## src/common/gwb_pkg.sv

```systemverilog
// shared constants and types for the 488 to word-serial bridge
// assumes a single core clock domain and an apb register slave
package gwb_pkg;

    // servant population and index width
    localparam int SRV_N = 8;
    localparam int SRV_W = 3;

    // message kinds handed over by the 488 acceptor front end
    localparam logic [2:0] MK_DATA = 3'h0; // data byte, eoi alongside
    localparam logic [2:0] MK_BREQ = 3'h1; // byte request from talker side
    localparam logic [2:0] MK_DCL  = 3'h2; // universal device clear
    localparam logic [2:0] MK_SDC  = 3'h3; // selective device clear
    localparam logic [2:0] MK_GET  = 3'h4; // group execute trigger

    // bit positions in word-serial words and event words
    localparam int END_BIT     = 8;
    localparam int EV_TRUE_BIT = 7;

    // apb register byte addresses
    localparam logic [7:0] A_CTL  = 8'h00; // controlled servants mask
    localparam logic [7:0] A_TRIG = 8'h04; // trigger capable mask
    localparam logic [7:0] A_ALT  = 8'h08; // alternate trigger path mask
    localparam logic [7:0] A_STAT = 8'h0c; // pending requests, rsv, busy

    // register reset values
    localparam logic [7:0] CTL_RST  = 8'hff;
    localparam logic [7:0] TRIG_RST = 8'hff;
    localparam logic [7:0] ALT_RST  = 8'h00;

    // status field positions
    localparam int ST_RSV_BIT  = 8;
    localparam int ST_BUSY_BIT = 9;

    // message sequencer states
    typedef enum logic [5:0] {
        S_IDLE  = 6'h01,
        S_SCAN  = 6'h02,
        S_SEND  = 6'h04,
        S_FETCH = 6'h08,
        S_TALK  = 6'h10,
        S_DONE  = 6'h20
    } gwb_state_t;

endpackage : gwb_pkg

```

## src/gwb_sync3.sv

```systemverilog
// three-stage input synchroniser with agreement filter
// assumes inputs arrive asynchronously to clk
`timescale 1ns/1ps
module gwb_sync3 import gwb_pkg::*; #(
    parameter int W = 1
) (
    // clock, reset, enable
    input  wire logic         clk,
    input  wire logic         srst,
    input  wire logic         ce,
    // raw and filtered level
    input  wire logic [W-1:0] d,
    output logic      [W-1:0] q
);

    typedef struct packed {
        logic [W-1:0] s1;
        logic [W-1:0] s2;
        logic [W-1:0] s3;
        logic [W-1:0] q;
    } gwb_sync_t;

    gwb_sync_t cur;
    gwb_sync_t next_s;

    // shift chain; output follows only where stage two and three agree
    always_comb begin
        next_s    = cur;
        next_s.s1 = d;
        next_s.s2 = cur.s1;
        next_s.s3 = cur.s2;
        for (int i = 0; i < W; i++) begin
            if (cur.s2[i] == cur.s3[i]) begin
                next_s.q[i] = cur.s3[i];
            end
        end
    end

    // state register
    always_ff @(posedge clk) begin
        if (srst) begin
            cur <= '0;
        end else if (ce) begin
            cur <= next_s;
        end
    end

    assign q = cur.q;

endmodule : gwb_sync3

```

## src/gwb_bridge.sv

```systemverilog
// 488 message to word-serial command bridge with apb configuration
// assumes a same-clock 488 front end handing over decoded messages,
// same-clock word-serial engine, and an asynchronous servant irq line
//
// The APB interface to the registers and the register offsets were decided locally.
`timescale 1ns/1ps
// What this block does
// each data byte goes as byte available to every controlled listener, end mirrors eoi
// a byte request goes as byte request to the single talking servant
// the servant answer is fetched by word-serial read before talking
// talk data carries the answer byte, eoi exactly when its end bit is set
// byte available and trigger wait on input ready, byte request on output ready
// device clear sends clear to every controlled servant
// selective clear sends clear only to controlled servants addressed to listen
// ndac stays held until the command reached every affected servant
// no soft reset of any servant is ever issued
// trigger goes to listeners that are controlled, trigger capable, not alternate
// messages are forwarded strictly in arrival order, one at a time
// acceptor, source, talker, listener, service request, clear, trigger per servant
// parallel poll is not offered by this bridge
// address mapping lives in the front end, which supplies listen mask and talker
// the bridge commands its servants with word-serial commands
// servant events are taken both as signals and as acknowledged interrupts
// no controller capability is offered by this bridge
// servants raise both request true and request false events
// servants place master summary status in status bit six
// servants keep running their operation when cleared
// any request true event sets the request service output
// request service drops only when no servant still has a request pending
// fan-out goes one servant at a time, done after the last accepts
module gwb_bridge import gwb_pkg::*; #(
    parameter logic [15:0] P_CMD_BAV  = 16'h1000, // arbitrary command codes
    parameter logic [15:0] P_CMD_BREQ = 16'h2000,
    parameter logic [15:0] P_CMD_CLR  = 16'h3000,
    parameter logic [15:0] P_CMD_TRIG = 16'h4000
) (
    // clock, reset, enable
    input  wire logic              CORE_CLK,
    input  wire logic              SRST,
    input  wire logic              CE,
    // apb slave
    input  wire logic              PSEL,
    input  wire logic              PENABLE,
    input  wire logic              PWRITE,
    input  wire logic [7:0]        PADDR,
    input  wire logic [31:0]       PWDATA,
    output logic      [31:0]       PRDATA,
    output logic                   PREADY,
    output logic                   PSLVERR,
    // 488 front end: decoded messages and addressing
    input  wire logic              MSG_VALID,
    input  wire logic [2:0]        MSG_KIND,
    input  wire logic [7:0]        MSG_DATA,
    input  wire logic              MSG_EOI,
    output logic                   MSG_READY,
    output logic                   NDAC_HOLD,
    input  wire logic [SRV_N-1:0]  LISTEN_MASK,
    input  wire logic [SRV_W-1:0]  TALK_ID,
    input  wire logic              TALK_EN,
    // 488 front end: talk data
    output logic                   TALK_VALID,
    output logic      [7:0]        TALK_DATA,
    output logic                   TALK_EOI,
    input  wire logic              TALK_READY,
    output logic                   RSV,
    // word-serial engine
    output logic                   WS_REQ,
    output logic      [SRV_W-1:0]  WS_SERVANT,
    output logic      [15:0]       WS_CMD,
    input  wire logic              WS_ACK,
    output logic                   WS_READ,
    input  wire logic              WS_RESP_VALID,
    input  wire logic [15:0]       WS_RESP,
    // servant ready flags
    input  wire logic [SRV_N-1:0]  SRV_DIR,
    input  wire logic [SRV_N-1:0]  SRV_OUT_READY,
    // servant events
    input  wire logic              SIG_VALID,
    input  wire logic [7:0]        SIG_WORD,
    input  wire logic              SRV_IRQ,
    output logic                   IACK_REQ,
    input  wire logic              IACK_ACK,
    input  wire logic [7:0]        IACK_DATA
);

    typedef struct packed {
        gwb_state_t       st;
        logic [2:0]       kind;
        logic [7:0]       data;
        logic             eoi;
        logic [SRV_N-1:0] targets;
        logic [SRV_W-1:0] idx;
        logic [15:0]      cmd;
        logic             talk_valid;
        logic [7:0]       talk_data;
        logic             talk_eoi;
        logic [SRV_N-1:0] ctl;
        logic [SRV_N-1:0] trig;
        logic [SRV_N-1:0] alt;
        logic [SRV_N-1:0] pending;
        logic             iack_req;
        logic             iack_wait;
        logic [31:0]      prdata;
    } gwb_core_t;

    localparam gwb_core_t RST_VAL = '{st: S_IDLE, ctl: CTL_RST, trig: TRIG_RST,
                                      alt: ALT_RST, default: '0};

    gwb_core_t        cur;
    gwb_core_t        next_s;
    logic             irq_s;
    logic [SRV_N-1:0] new_targets;
    logic             srv_ok;
    logic [15:0]      cmd_word;
    logic [SRV_N-1:0] ev_set;
    logic [SRV_N-1:0] ev_clr;
    logic [SRV_N-1:0] sig_mask;
    logic [SRV_N-1:0] irq_mask;
    logic             ack_take;
    logic             apb_wr;
    logic             apb_mapped;
    logic [31:0]      stat_word;

    // irq pin filtered into the core domain
    gwb_sync3 #(.W(1)) u_irq_sync (
        .clk  (CORE_CLK),
        .srst (SRST),
        .ce   (CE),
        .d    (SRV_IRQ),
        .q    (irq_s)
    );

    // fan-out target set for an incoming message
    always_comb begin
        unique case (MSG_KIND)
            MK_DATA: new_targets = LISTEN_MASK & cur.ctl;
            MK_BREQ: new_targets = (SRV_N'(1) << TALK_ID) & {SRV_N{TALK_EN}} & cur.ctl;
            MK_DCL:  new_targets = cur.ctl;
            MK_SDC:  new_targets = LISTEN_MASK & cur.ctl;
            MK_GET:  new_targets = LISTEN_MASK & cur.ctl & cur.trig & ~cur.alt;
            default: new_targets = '0;
        endcase
    end

    // per-servant readiness and the command word for the current servant
    always_comb begin
        cmd_word = P_CMD_CLR; // clears only, never a soft reset R9
        srv_ok   = 1'b1;
        unique case (cur.kind)
            MK_DATA: begin
                srv_ok            = SRV_DIR[cur.idx];
                cmd_word          = P_CMD_BAV | 16'(cur.data);
                cmd_word[END_BIT] = cur.eoi;
            end
            MK_BREQ: begin
                srv_ok   = SRV_OUT_READY[cur.idx];
                cmd_word = P_CMD_BREQ;
            end
            MK_GET: begin
                srv_ok   = SRV_DIR[cur.idx];
                cmd_word = P_CMD_TRIG;
            end
            default: begin
                srv_ok   = 1'b1;
                cmd_word = P_CMD_CLR;
            end
        endcase
    end

    // request true and false from signals and acknowledged interrupts
    always_comb begin
        ack_take = cur.iack_req & IACK_ACK;
        sig_mask = SRV_N'(1) << SIG_WORD[SRV_W-1:0];
        irq_mask = SRV_N'(1) << IACK_DATA[SRV_W-1:0];
        ev_set   = '0;
        ev_clr   = '0;
        if (SIG_VALID) begin
            if (SIG_WORD[EV_TRUE_BIT]) begin
                ev_set = ev_set | sig_mask;
            end else begin
                ev_clr = ev_clr | sig_mask;
            end
        end
        if (ack_take) begin
            if (IACK_DATA[EV_TRUE_BIT]) begin
                ev_set = ev_set | irq_mask;
            end else begin
                ev_clr = ev_clr | irq_mask;
            end
        end
    end

    // apb decode and status word
    always_comb begin
        apb_wr     = PSEL & PENABLE & PWRITE;
        apb_mapped = (PADDR == A_CTL) || (PADDR == A_TRIG) || (PADDR == A_ALT) || (PADDR == A_STAT);
        stat_word  = '0;
        stat_word[SRV_N-1:0]  = cur.pending;
        stat_word[ST_RSV_BIT]  = |cur.pending;
        stat_word[ST_BUSY_BIT] = (cur.st != S_IDLE);
    end

    // next state of the whole block
    always_comb begin
        next_s = cur;
        // request tracking per servant, set wins over clear R22
        next_s.pending = (cur.pending & ~ev_clr) | ev_set;
        // interrupt handler: one acknowledge per irq assertion
        if (ack_take) begin
            next_s.iack_req  = 1'b0;
            next_s.iack_wait = 1'b1;
        end else if (irq_s && !cur.iack_req && !cur.iack_wait) begin
            next_s.iack_req = 1'b1;
        end
        if (!irq_s && !cur.iack_req) begin
            next_s.iack_wait = 1'b0;
        end
        // apb read data captured in the setup cycle
        if (PSEL && !PENABLE) begin
            unique case (PADDR)
                A_CTL:   next_s.prdata = 32'(cur.ctl);
                A_TRIG:  next_s.prdata = 32'(cur.trig);
                A_ALT:   next_s.prdata = 32'(cur.alt);
                A_STAT:  next_s.prdata = stat_word;
                default: next_s.prdata = '0;
            endcase
        end
        // apb writes take effect in the access cycle
        if (apb_wr) begin
            unique case (PADDR)
                A_CTL:   next_s.ctl  = PWDATA[SRV_N-1:0];
                A_TRIG:  next_s.trig = PWDATA[SRV_N-1:0];
                A_ALT:   next_s.alt  = PWDATA[SRV_N-1:0];
                default: next_s.ctl  = cur.ctl;
            endcase
        end
        // message sequencer, one message in flight R11
        unique case (cur.st)
            S_IDLE: begin
                if (MSG_VALID) begin
                    next_s.kind    = MSG_KIND;
                    next_s.data    = MSG_DATA;
                    next_s.eoi     = MSG_EOI;
                    next_s.targets = new_targets;
                    next_s.idx     = '0;
                    next_s.st      = S_SCAN;
                end
            end
            S_SCAN: begin
                if (cur.targets == '0) begin
                    next_s.st = S_DONE;
                end else if (!cur.targets[cur.idx]) begin
                    next_s.idx = cur.idx + 1'b1;
                end else if (srv_ok) begin
                    next_s.cmd = cmd_word;
                    next_s.st  = S_SEND;
                end
            end
            S_SEND: begin
                if (WS_ACK) begin
                    next_s.targets[cur.idx] = 1'b0;
                    if (cur.kind == MK_BREQ) begin
                        next_s.st = S_FETCH;
                    end else begin
                        next_s.idx = cur.idx + 1'b1;
                        next_s.st  = S_SCAN;
                    end
                end
            end
            S_FETCH: begin
                if (WS_RESP_VALID) begin
                    next_s.talk_data  = WS_RESP[7:0];
                    next_s.talk_eoi   = WS_RESP[END_BIT];
                    next_s.talk_valid = 1'b1;
                    next_s.st         = S_TALK;
                end
            end
            S_TALK: begin
                if (TALK_READY) begin
                    next_s.talk_valid = 1'b0;
                    next_s.st         = S_DONE;
                end
            end
            S_DONE: begin
                next_s.st = S_IDLE;
            end
        endcase
    end

    // state register, frozen while the clock enable is low
    always_ff @(posedge CORE_CLK) begin
        if (SRST) begin
            cur <= RST_VAL;
        end else if (CE) begin
            cur <= next_s;
        end
    end

    // outputs
    assign PRDATA     = cur.prdata;
    assign PREADY     = CE;
    assign PSLVERR    = PSEL & PENABLE & ~apb_mapped;
    assign MSG_READY  = (cur.st == S_DONE);
    assign NDAC_HOLD  = MSG_VALID & (cur.st != S_DONE);
    assign TALK_VALID = cur.talk_valid;
    assign TALK_DATA  = cur.talk_data;
    assign TALK_EOI   = cur.talk_eoi;
    assign RSV        = |cur.pending;
    assign WS_REQ     = (cur.st == S_SEND);
    assign WS_SERVANT = cur.idx;
    assign WS_CMD     = cur.cmd;
    assign WS_READ    = (cur.st == S_FETCH);
    assign IACK_REQ   = cur.iack_req;
endmodule : gwb_bridge

```

## config.mk

```make
export PLATFORM = sky130hd
export DESIGN_NAME = gwb_bridge
export DESIGN_NICKNAME = d
export VERILOG_FILES = /design/src/common/gwb_pkg.sv /design/src/gwb_sync3.sv /design/src/gwb_bridge.sv
export SDC_FILE = /design/constraint.sdc
export NUM_CORES = 1
export LEC_CHECK = 0
export BUFFER_PORTS_ARGS = -buffer_cell sky130_fd_sc_hd__clkbuf_2
export CAP_MARGIN = 20
export CORE_UTILIZATION = 46
export CTS_CLUSTER_DIAMETER = 30
export DETAILED_ROUTE_END_ITERATION = 10
export PLACE_DENSITY_LB_ADDON = 0.05
export SLEW_MARGIN = 0
export SYNTH_ARGS = -nofsm -noshare
export SYNTH_HDL_FRONTEND = slang
export SYNTH_SLANG_ARGS = --single-unit
```

## constraint.sdc

```tcl
create_clock -name CORE_CLK -period 2.25 [get_ports CORE_CLK]
set_clock_uncertainty 0.15 [all_clocks]
set_input_delay 0.1125 -clock CORE_CLK [delete_from_list [all_inputs] [get_ports CORE_CLK]]
set_output_delay 0.1125 -clock CORE_CLK [all_outputs]
set_load 0.03 [all_outputs]
```

* Yosys cells after proc, flatten, opt, wreduce, memory -nomap -nowiden
Index checks and enable logic that the tools add are counted.
** Storage, ports and cells
- Register bits after elaboration :: 125
- Output and inout bits :: 69
- Word-level logic and storage cells :: 156
** Cells by class
- Add/sub/neg operators :: 1
- $lt $le $gt $ge :: 2
- Eq/ne operators :: 27
- Shifts and indexed selects :: 3
- Muxes and demuxes :: 44
- Bitwise gates (word level) :: 20
- Reductions and logical operators :: 38
** Operator list (count)
- two-way mux 8 bit :: 8
- bitwise AND 8 bit :: 7
- one-hot mux 15 bit (3 select lines) :: 1
- one-hot mux 10 bit (4 select lines) :: 1
- two-way mux 6 bit :: 6
- one-hot mux 6 bit (6 select lines) :: 1
- two-way mux 16 bit :: 2
- one-hot mux 8 bit (4 select lines) :: 1
- two-way mux 29 bit :: 1
- NOT 8 bit :: 3
- bitwise OR 8 bit :: 3
- left shift 1 x 3 -> 8 bit (first input constant) :: 3
- two-way mux 19 bit :: 1
- == test 8 x 4 -> 1 bit (second input constant) :: 2
- zero test 8 bit :: 2
- one-hot mux 8 bit (2 select lines) :: 1
- AND reduction 3 bit :: 5
- AND reduction 7 bit :: 2
- two-way mux 11 bit :: 1
- two-way mux 10 bit :: 1
- != test 2 bit (second input constant) :: 5
- binary-select mux 1 bit (select 3 bit) :: 3
- two-way mux 1 bit :: 9
- one-hot mux 3 bit (3 select lines) :: 1
- 35 further kinds :: 65

* Depth between registers and ports, before layout
Gate-level depths: netlist (run 1).
- Depth after elaboration :: 9
- Depth in mapped cells :: 9

* By module
A second synthesis (run 1) with hierarchy kept.
** Second synthesis, totals
- Cells, all modules :: 652
- Area, all modules :: 5504.0 µm²
** Modules (own cells, without submodules)
- gwb_bridge :: times used 1, cells each 636, area an instance 5332.6 µm²
- gwb_sync3 :: times used 1, cells each 16, area an instance 171.4 µm²

* Worst setup path before layout (run 1)
Ideal clock, no wire load.
- Kind :: flip-flop to flip-flop
- From :: reg cur[117] (netlist bit)
- To :: reg cur[116] (netlist bit)
- Library setup time :: 0.133 ns
- Arrival :: 2.690 ns
- Required time :: 1.967 ns
- Slack :: -0.723 ns
- Stages on the path, launching flop included :: 7
- Path buffers :: 0
- Period minus slack after synthesis :: 2.973 ns
- Cell sequence :: dfxtp_1 -> or4_4 -> nor3b_1 -> nor2b_1 -> nor3b_1 -> a32oi_1 -> a211oi_2
** Between the ends
- Elaborated cells between the ends (all ways) :: 14
- Classes of those cells :: eq/ne (12); mux (1); reduce/logical (1)
** RTL lines
- start, declared :: RTL line gwb_bridge.sv:109 : gwb_core_t cur;
- start signal, assigned :: RTL line gwb_bridge.sv:295 : cur <= next_s;
- == test 6 bit
- via MSG_READY :: RTL line gwb_bridge.sv:55 : output logic MSG_READY,
- one-hot mux 6 bit (6 select lines) :: RTL line gwb_bridge.sv:238 : unique case (cur.st)
The timed path passes the listed nets, and every way through them passes these cells.
A chain may end at the register's enable or synchronous reset.

* Worst setup path after layout (run 1)
- From :: reg cur[120] (netlist bit)
- To :: reg cur[118] (netlist bit)
** Between the ends
- Longest elaborated chain between the ends :: 3
- Elaborated cells between the ends (all ways) :: 14
- Classes of those cells :: eq/ne (12); mux (1); reduce/logical (1)
** RTL lines (RTL line)
- == test 6 x 2 -> 1 bit, or another cell as far along :: gwb_bridge.sv:238
- != test 3 bit (no source line), or another cell as far along
- AND reduction 7 bit (no source line)
Several ways; a longest one is shown, not always the timed one.

==> metrics.yaml, run 1 <==
clock-root-buffer: "clkbuf_16"
vdd_drop_max_uv: 374.4
cp.required_ns: 2.33
slowest_delay_ns: 0.59
synth_edf_count: 0
cts_max_level: 3
syn_to_final_growth_pct: 26.48
crit_arrival_ns: 2.43
tritoncts.num_buffers: 9
cts_sinks: 99
initial_core_util_pct: 47.63
hold_viol_final: 0
clockBufferDepth: 2
cts_tree: "built"
cp_max_fo: 5
status: "complete, but fails checks"
antenna_found_initial: 0
coreArea_um2: 11520
syn_area_per_cell_um2: 8.362
first_iter_violations: 293
die_h_um: 111.2
first_global_vias: 5108
hold_class: "input port to flop"
worstSetupEndpointType: "flop"
netlist_top_cells_count: "99 x dfxtp_1, 93 x nand2_1, 61 x buf_4"
setup_viol_count_final: 4
synth_warnings: 0
async_flop_share_pct: 0
maxCapViolCount: 0
post_dp_cell_area_um2: 6196
ff2ff_setup_slack_ns: -0.1
route.detailed.drc: 24
clk_latency_ns: 0.35
cp_cell_sequence: "or4_4 > a2111oi_4 > buf_4 > and2b_2 > a31oi_4 > mux2_4"
final_cell_area_um2: 6938
overflow: 0
synthesis.instances: 656
fin_tns_setup_ns: -0.1646
rsz0062_at_grt: "yes"
num_rows: 39
dr.pass1.iters: 8
ys_top_cells_by_area: "dfxtp_1 36%, buf_4 8.3%, mux2i_1 7.7%"
violations: "design-rule violations, negative setup slack"
report.final.slew_viol_count: 0
leakage_uw: 0.002941
synth_top_area_cell: "dfxtp_1"
min_period_ns: 2.347
grt_usage_pct: 25.16
wl_mm: 15.18
max-slew-margin-rel_pct: 57.79
vias_per_cell: 5.513
synth_top_cell_area_share_pct: 36.13
synth_cell_type_count: 69
cp-start-kind: "flop"
ys_seq_area_share_pct: 36.13
ys.flop_type: "dfxtp_1"
final_nets: 935
dp_hpwl_mm: 11.27
timing.final.crit_share_pct: 104.3
grt_max_degree: 32
synth_most_common_cell: "dfxtp_1"
gp_congestion: 0.9082
synth-seq-cells: 99
max_freq_ghz: 0.4261
tightest_slew_ns: 0.6313
top_level_ports: 194
drive_above_1_share_pct: 30.10
port_buffers: 128
cts.clk_slew.worst_paths_ns: 0.07
detail_route.wl_per_cell_um: 15.87
setup_ws_ns: -0.09694
netlist_area_um2: 5485
p_per_area_nw_per_um2: 574.8
num_vias: 5276
diodes: 0
die_w_um: 111.2
grt_pass1_wl_mm: 24.85
final_antenna_net_count: 0
die_area_um2: 12370
cpMaxStageDelayCell: "or4_4"
setup.worst_path.class: "flop to flop"
-- state kept, by name, summed over array words and instances, names as in the netlist --
| name | count |
|---|---|
| u_irq_sync.cur | 3 |
| PRDATA | 10 |
| IACK_REQ | 1 |
| u_irq_sync.q | 1 |
| WS_SERVANT | 3 |
| cur | 59 |
| TALK_EOI | 1 |
| TALK_DATA | 8 |
| WS_CMD | 12 |
| TALK_VALID | 1 |
-- path summary, 6_finish.rpt --
kind	start	to	cells past startpoint
min reg2reg	PRDATA[9]	PRDATA[9]	2
min	SRST	cur[116]	2
max reg2reg	cur[120]	cur[118]	6
max	cur[120]	cur[118]	6
-- cells by family (layout without fill, tap and decap cells) --
family	Yosys count	count (layout)	share of synthesized area (%)
AND/OR/NAND/NOR	262	262	23.95
AO/OA/AOI/OAI	139	139	17.34
flip-flops	99	99	36.13
buffers and inverters	99	232	11.22
multiplexers	53	53	10.74
XOR/XNOR	2	2	0.3194
adder cells (fa/ha/maj)	1	1	0.2281
other	1	26	0.06837
-- layout by cell type, fill, tap and decap left out, types with 5 or more instances in the layout --
master and count:
nor3_1 15, nor4_1 7, o211ai_1 8, a22oi_1 16
nand3_1 22, o21ai_0 30, conb_1 26, buf_4 44
clkbuf_2 125, mux2i_1 42, clkbuf_16 9, o22ai_1 8
or2_2 5, nand2_1 93, mux2_2 6, dfxtp_1 96
nand2b_1 12, o32ai_1 6, a21oi_1 34, a211oi_1 7
buf_6 6, nor3b_1 9, nor2_1 57, dlygate4sd3_1 31
-- cell type report --
type                       count  area (um^2)
fill                        1090         4578
multi-input combinational    483         3070
sequential                    99         1988
timing repair buffer         210         1403
clock buffer                  12        246.5
tap                          143        178.9
clock inverter                 4        26.28
inverter                       6        25.02
-- per-layer routing --
layer / vias to the layer above / wire length, um / track usage (%)
met5: - / 0 / 0
li1: 2575 / - / -
met2: 158 / 7390 / 42.88
met3: 22 / 746 / 4.101
met1: 2521 / 6778 / 31.84
met4: 0 / 267 / 9.369
-- power by group --
group | internal [uW] | switching (uW) | leakage, uW
logic | 312 | 420 | 0.00201
clock network | 779 | 660 | 0.000133
registers | 1790 | 30.3 | 0.000803
-- stage by stage --
stage               power, uW  instances  setup WS [ns]  utilization, %  hold WS [ns]
floorplan                2295        681       -0.03587               -       0.09098
global placement         2500        905        -0.1026           53.80        0.1895
detailed placement       2509        905        -0.1859           53.80        0.1934
CTS                      4005        957       -0.07478           59.75      0.002388
global route             4168        957        -0.1586           60.25      0.007873
finish                   3988        957       -0.09694           60.25       0.01318
-- critical path: cells and delay by family (launching register included) --
| family | cells | cell delay [ns] |
|---|---|---|
| flip-flops | 1 | 0.31 |
| AND/OR/NAND/NOR | 2 | 0.84 |
| multiplexers | 1 | 0.32 |
| buffers and inverters | 1 | 0.17 |
| AO/OA/AOI/OAI | 2 | 0.45 |
-- timing repair --
action                                  CTS  global route
gates resized for setup                  18            16
hold buffers                             31             0
endpoints found under the setup margin   29            42
setup buffers                             5             0
endpoints found under the hold margin    47             0
pin swaps                                 6             1
gates cloned                              0             0
Power figures use the tool's default switching activity.
==> run 2, diff against run 1 <==
Clock period 2.25 ns to 1.95 ns, I/O delays scaled along.
==> run 2 against run 1 <==
The run still ends with design-rule violations, negative setup slack left; core utilization increased by 5.4 points; worst hold slack improved by 0.0048 ns; global-route usage increased by 1.4 points; first-iteration DRC count decreased by 1.7%; largest cell class unchanged; count of clock-buffer cells in the layout decreased by 1; sequential power increased by 15%; combinational power increased by 32%; via count increased by 2.9%; largest power group unchanged; non-clock buffer count increased by 46; highest routed layer unchanged.
==> metrics.yaml, run 2 (synthesis results as in run 1) <==
status: "complete, but fails checks"  # unchanged
violations: "design-rule violations, negative setup slack"  # unchanged
gp_congestion: 0.9417  # was 0.9082
p_sw_uw: 1358  # was 1111 uW
overflow: 0  # unchanged
top_level_ports: 194  # unchanged
fin_tns_setup_ns: -8.349  # was -0.1646 ns
multi_input_area_um2: 3236  # was 3070 um^2
cts_sinks: 99  # unchanged
leakage_uw: 0.003247  # was 0.002941 uW
maxCapViolCount: 0  # unchanged
cts_max_level: 3  # unchanged
diodes: 0  # unchanged
final_cell_mix: "124 x clkbuf_2, 93 x dfxtp_1, 90 x nand2_1, 78 x buf_4, 57 x nor2_1"  # was 125 x clkbuf_2, 96 x dfxtp_1, 93 x nand2_1, 57 x nor2_1, 44 x buf_4
cp.required_ns: 2.04  # was 2.33 ns
hold_viol_final: 0  # unchanged
syn_to_final_growth_pct: 37.77  # was 26.48%
whs_path_depth: 4  # was 2
setup_viol_count_final: 52  # was 4
die_w_um: 111.2  # unchanged
final_cell_area_um2: 7557  # was 6938 um^2
seqPwrFrac_pct: 41.8  # was 45.5%
dp_hpwl_mm: 11.82  # was 11.27 mm
initial_core_util_pct: 47.63  # unchanged
p_int_uw: 3662  # was 2878 uW
r2r_end: "cur[118]"  # unchanged
port_buffers: 128  # unchanged
post_dp_cell_area_um2: 6530  # was 6196 um^2
p_clk_share_pct: 39.0  # was 36.1%
setup.worst_path.class: "flop to flop"  # unchanged
whs_endpoint: "PRDATA[7]"  # was cur[116]
coreArea_um2: 11520  # unchanged
dr.pass1.iters: 8  # unchanged
clk_latency_ns: 0.35  # about the same
cp_max_fo: 5  # unchanged
final_common_cell: "clkbuf_2"  # unchanged
place_ws_ns: -0.3751  # was -0.1859 ns
antenna_found_initial: 0  # unchanged
comb_power_share_pct: 19.2  # was 18.4%
cts.clk_slew.worst_paths_ns: 0.07  # about the same
largest_reg_flops: 59  # unchanged
ff2ff_setup_slack_ns: -0.33  # was -0.1 ns
cts_tree: "built"  # unchanged
fillers: 977  # was 1090
cp-start-kind: "flop"  # unchanged
register_area_um2: 1992  # was 1988 um^2
vias_per_cell: 5.413  # was 5.513
grt_usage_pct: 26.56  # was 25.16%
die_h_um: 111.2  # unchanged
final_antenna_net_count: 0  # unchanged
timing.final.crit_share_pct: 117.1  # was 104.3%
first_iter_violations: 288  # was 293
worstHoldStart: "PENABLE"  # was SRST
setup_ws_ns: -0.3344  # was -0.09694 ns
die_area_um2: 12370  # unchanged
p_sw_share_pct: 27.05  # was 27.85%
hold_class: "input port to flop"  # unchanged
max_freq_ghz: 0.4378  # was 0.4261 GHz
min_period_ns: 2.284  # was 2.347 ns
crit_arrival_ns: 2.38  # was 2.43 ns
worstSetupEndpointType: "flop"  # unchanged
tritoncts.num_buffers: 9  # unchanged
final_nets: 981  # was 935
wl_mm: 16.24  # was 15.18 mm
p_per_area_nw_per_um2: 664.3  # was 574.8 nW/um^2
num_rows: 39  # unchanged
drive_above_1_share_pct: 36.40  # was 30.10%
num_vias: 5429  # was 5276
first_global_vias: 5386  # was 5108
clock-root-buffer: "clkbuf_16"  # unchanged
grt_pass1_wl_mm: 26.10  # was 24.85 mm
detail_route.wl_per_cell_um: 16.20  # was 15.87 um
vdd_drop_max_uv: 469.3  # was 374.4 uV
route.detailed.drc: 24  # unchanged
report.final.slew_viol_count: 0  # unchanged
rsz0062_at_grt: "yes"  # unchanged
rr_worst_depth: 5  # was 6
regMostFlops: "cur"  # unchanged
grt_max_degree: 28  # was 32
clockBufferDepth: 2  # unchanged
r2r-start: "cur[120]"  # unchanged
holdWs_ns: 0.01803  # was 0.01318 ns
## run 2: cell count changes in the layout (fill, tap and decap cells not counted), moves of 3 or more
cell     before  now
a21oi_1      34   29
a21oi_2       0    5
nand2_1      93   90
buf_4        44   78
buf_8         1    6
dfxtp_2       2    5
nor3_1       15   12
dfxtp_1      96   93
buf_6         6   16
## run 2: how the worst max path moves through the flow
stage                         from       end  slack, ns
after detailed placement  cur[120]  cur[118]      -0.38
after floorplan           cur[117]  cur[116]      -0.33
after CTS                 cur[115]  cur[118]      -0.38
final                     cur[120]  cur[118]      -0.33
after global placement    cur[120]  cur[118]      -0.31
after global routing      cur[120]  cur[118]      -0.38
## run 2: power by group through the flow
stage / combinational, uW / clock (uW) / sequential (uW)
after floorplan: 538 / 0 / 2130
after global placement: 806 / 0 / 2140
after detailed placement: 813 / 0 / 2140
after CTS: 926 / 1980 / 2100
after global routing: 1030 / 2060 / 2100
final: 966 / 1960 / 2100
## run 2: stage by stage
stage          instances  power [uW]  utilization, %
3_3_place_gp         941        2946           56.70
4_1_cts             1004        5005           64.99
3_5_place_dp         941        2955           56.70
5_1_grt             1003        5200           65.62
6_report            1003        5020           65.62
2_1_floorplan        681        2670               -
## run 2: layout make-up
type / count / area share [%]
sequential: 99 / 26.36
clock buffer: 11 / 3.212
inverter: 6 / 0.3477
multi-input combinational: 483 / 42.81
clock inverter: 5 / 1.126
timing repair buffer: 256 / 23.77
tap: 143 / 2.368
## run 2: repair_timing
item | CTS | global route
pin swaps | 11 | 9
cloned | 1 | 0
endpoints found under the hold margin | 48 | 0
setup endpoints to repair | 43 | 55
buffers inserted | 14 | 1
resized for setup | 48 | 26
hold buffers | 32 | 0
## run 2: layer usage
metal / global-route usage, % / wire, um
met4: 9.730 / 339
met5: 0 / 0
met2: 45.96 / 7991
met3: 4.155 / 780
met1: 33.23 / 7133
## run 2: critical path: stages (launching register included)
cell and delay (ns):
dfxtp_2 0.33, or4_4 0.59, a2111oi_4 0.30, and2b_2 0.32, a31oi_4 0.18, mux2_4 0.31
==> run 3, diff against run 2 <==
==> constraint.sdc (replaced) <==
create_clock -name CORE_CLK -period 1.95 [get_ports CORE_CLK]
set_clock_uncertainty 0.15 [all_clocks]
set_input_delay 0.39 -clock CORE_CLK [delete_from_list [all_inputs] [get_ports CORE_CLK]]
set_output_delay 0.39 -clock CORE_CLK [all_outputs]
set_load 0.03 [all_outputs]
==> run 3 against run 2 <==
The flow still finishes with violations (design-rule violations, negative setup slack); power down 2.8%; critical path depth up 1; die area unchanged; count of clock-buffer cells in the layout down 1; via count down 1.8%; sequential cell count unchanged.
==> metrics.yaml, run 3 (synthesis results as in run 1) <==
comb_power_share_pct: 20.6  # was 19.2%
globalRouteMet1Util_pct: 31.82  # was 33.23%
first_global_vias: 5225  # was 5386
cpMaxStageDelayCell: "or4_4"  # unchanged
maxCapViolCount: 0  # unchanged
setup_viol_count_final: 54  # was 52
rsz0062_at_grt: "yes"  # unchanged
final_antenna_net_count: 0  # unchanged
min_period_ns: 2.436  # was 2.284 ns
fin_tns_setup_ns: -12.74  # was -8.349 ns
dr.pass1.iters: 8  # unchanged
p_clk_share_pct: 36.6  # was 39.0%
final_common_cell: "clkbuf_2"  # unchanged
num_rows: 39  # unchanged
tritoncts.num_buffers: 9  # unchanged
ff2ff_setup_slack_ns: -0.43  # was -0.33 ns
clock-root-buffer: "clkbuf_16"  # unchanged
setup.worst_path.class: "flop to output pin"  # was flop to flop
diodes: 0  # unchanged
die_w_um: 111.2  # unchanged
grt_pass1_wl_mm: 25.65  # was 26.10 mm
holdWs_ns: 0.1007  # was 0.01803 ns
vias_per_cell: 5.383  # was 5.413
syn_to_final_growth_pct: 34.56  # was 37.77%
timing.final.crit_share_pct: 124.9  # was 117.1%
cts_tree: "built"  # unchanged
leakage_uw: 0.003192  # was 0.003247 uW
p_int_uw: 3503  # was 3662 uW
detail_route.wl_per_cell_um: 16.14  # was 16.20 um
hold_viol_final: 0  # unchanged
utilization_pct: 64.09  # was 65.62%
coreArea_um2: 11520  # unchanged
met2_usage_pct: 45.58  # was 45.96%
cp.required_ns: 1.41  # was 2.04 ns
seqPwrFrac_pct: 42.8  # was 41.8%
p_sw_uw: 1377  # was 1358 uW
cts_max_level: 3  # unchanged
port_buffers: 128  # unchanged
overflow: 0  # unchanged
grt-busiest-layer: "met2"  # unchanged
first_iter_violations: 291  # was 288
cts.clk_slew.worst_paths_ns: 0.07  # about the same
slowest_delay_ns: 0.55  # was 0.59 ns
final_nets: 969  # was 981
die_h_um: 111.2  # unchanged
max-slew-margin-rel_pct: 67.20
cp_max_fo: 3  # was 5
regMostFlops: "cur"  # unchanged
violations: "design-rule violations, negative setup slack"  # unchanged
hold_class: "input port to flop"  # unchanged
top_level_ports: 194  # unchanged
largest_reg_flops: 59  # unchanged
cts.hold.buffers_added: 0  # was 32
placed_cells: 954  # was 941
worstSetupEndpointType: "output pin"  # was flop
max_freq_ghz: 0.4105  # was 0.4378 GHz
cp_cell_sequence: "or4_4 > buf_12 > nor3b_4 > buf_6 > nor2b_4 > buf_8"  # was or4_4 > a2111oi_4 > and2b_2 > a31oi_4 > mux2_4
grt_max_degree: 33  # was 28
vdd_drop_max_uv: 460.7  # was 469.3 uV
cts_sinks: 99  # unchanged
gp_congestion: 0.9001  # was 0.9417
drive_above_1_share_pct: 39.55  # was 36.40%
wl_mm: 15.98  # was 16.24 mm
route.detailed.drc: 27  # was 24
cp-start-kind: "flop"  # unchanged
initial_core_util_pct: 47.63  # unchanged
p_per_area_nw_per_um2: 661.2  # was 664.3 nW/um^2
p_sw_share_pct: 28.22  # was 27.05%
status: "complete, but fails checks"  # unchanged
num_vias: 5329  # was 5429
dp_hpwl_mm: 11.99  # was 11.82 mm
die_area_um2: 12370  # unchanged
crit_arrival_ns: 1.90  # was 2.38 ns
grt_use_met3_pct: 5.358  # was 4.155%
setup_ws_ns: -0.4858  # was -0.3344 ns
antenna_found_initial: 0  # unchanged
clk_latency_ns: 0.35  # about the same
fin_cells: 990  # was 1003
report.final.slew_viol_count: 0  # unchanged
final_cell_mix: "123 x clkbuf_2, 100 x buf_4, 94 x dfxtp_1, 88 x nand2_1, 56 x nor2_1"  # was 124 x clkbuf_2, 93 x dfxtp_1, 90 x nand2_1, 78 x buf_4, 57 x nor2_1
clockBufferDepth: 2  # unchanged
tightest_slew_ns: 0.4854
grt_usage_pct: 26.38  # was 26.56%
run 3: cell count changes in the layout (fill, tap and decap cells not counted), sizes merged:
cell         change
buf             +17
dlygate4sd3     -32
or3b             +1
clkinvlp         +1
bufinv           -1
nor3             +1
run 3: layout make-up:
| type | count | area [um^2] |
|---|---|---|
| clock buffers | 10 | 229.0 |
| clock inverters | 5 | 62.56 |
| fillers | 1014 | 4135 |
| inverters | 6 | 31.28 |
| multi-input cells | 485 | 3278 |
| flip-flops and latches | 99 | 1988 |
| well taps | 143 | 178.9 |
| repair buffers | 242 | 1613 |
run 3: path summary, 6_finish.rpt:
kind | start | to | cells past startpoint
worst max-delay path | cur[117] | NDAC_HOLD | 6
worst min-delay path | MSG_DATA[6] | cur[110] | 3
worst max register to register | cur[117] | cur[120] | 8
worst min register to register | WS_CMD[0] | WS_CMD[0] | 2
run 3: through the flow:
step	setup WS [ns]	total power [uW]	cell area (um^2)
CTS	-0.4729	4871	7256
global route	-0.5303	5086	7381
detailed placement	-0.4542	2994	6690
global placement	-0.3358	2983	6690
floorplan	-0.3263	2679	5738
finish	-0.4858	4880	7381
run 3: metal layers:
| layer | up-vias | share of wire, % |
|---|---|---|
| li1 | 2643 | - |
| met1 | 2495 | 43 |
| met2 | 162 | 49 |
| met3 | 29 | 4.9 |
| met4 | 0 | 2.7 |
| met5 | - | 0 |
run 3: timing repair:
item,4_1_cts,5_1_grt
gates resized for setup,39,23
hold endpoints to repair,0,0
gates cloned,3,0
pin swaps,17,14
setup buffers,12,7
endpoints found under the setup margin,55,57
run 3: critical path, delay by kind of cell, from the launching register on:
| family | cells | cell delay [ns] |
|---|---|---|
| buffers and inverters | 3 | 0.43 |
| DFF | 1 | 0.33 |
| and+or+nand+nor | 3 | 0.79 |
run 3: power by group through the flow:
| stage | Clock [uW] | Sequential, uW | Combinational [uW] |
|---|---|---|---|
| finish | 1790 | 2090 | 1010 |
| global route | 1910 | 2090 | 1080 |
| CTS | 1820 | 2090 | 959 |
| detailed placement | 0 | 2140 | 858 |
| global placement | 0 | 2130 | 849 |
| floorplan | 0 | 2130 | 547 |
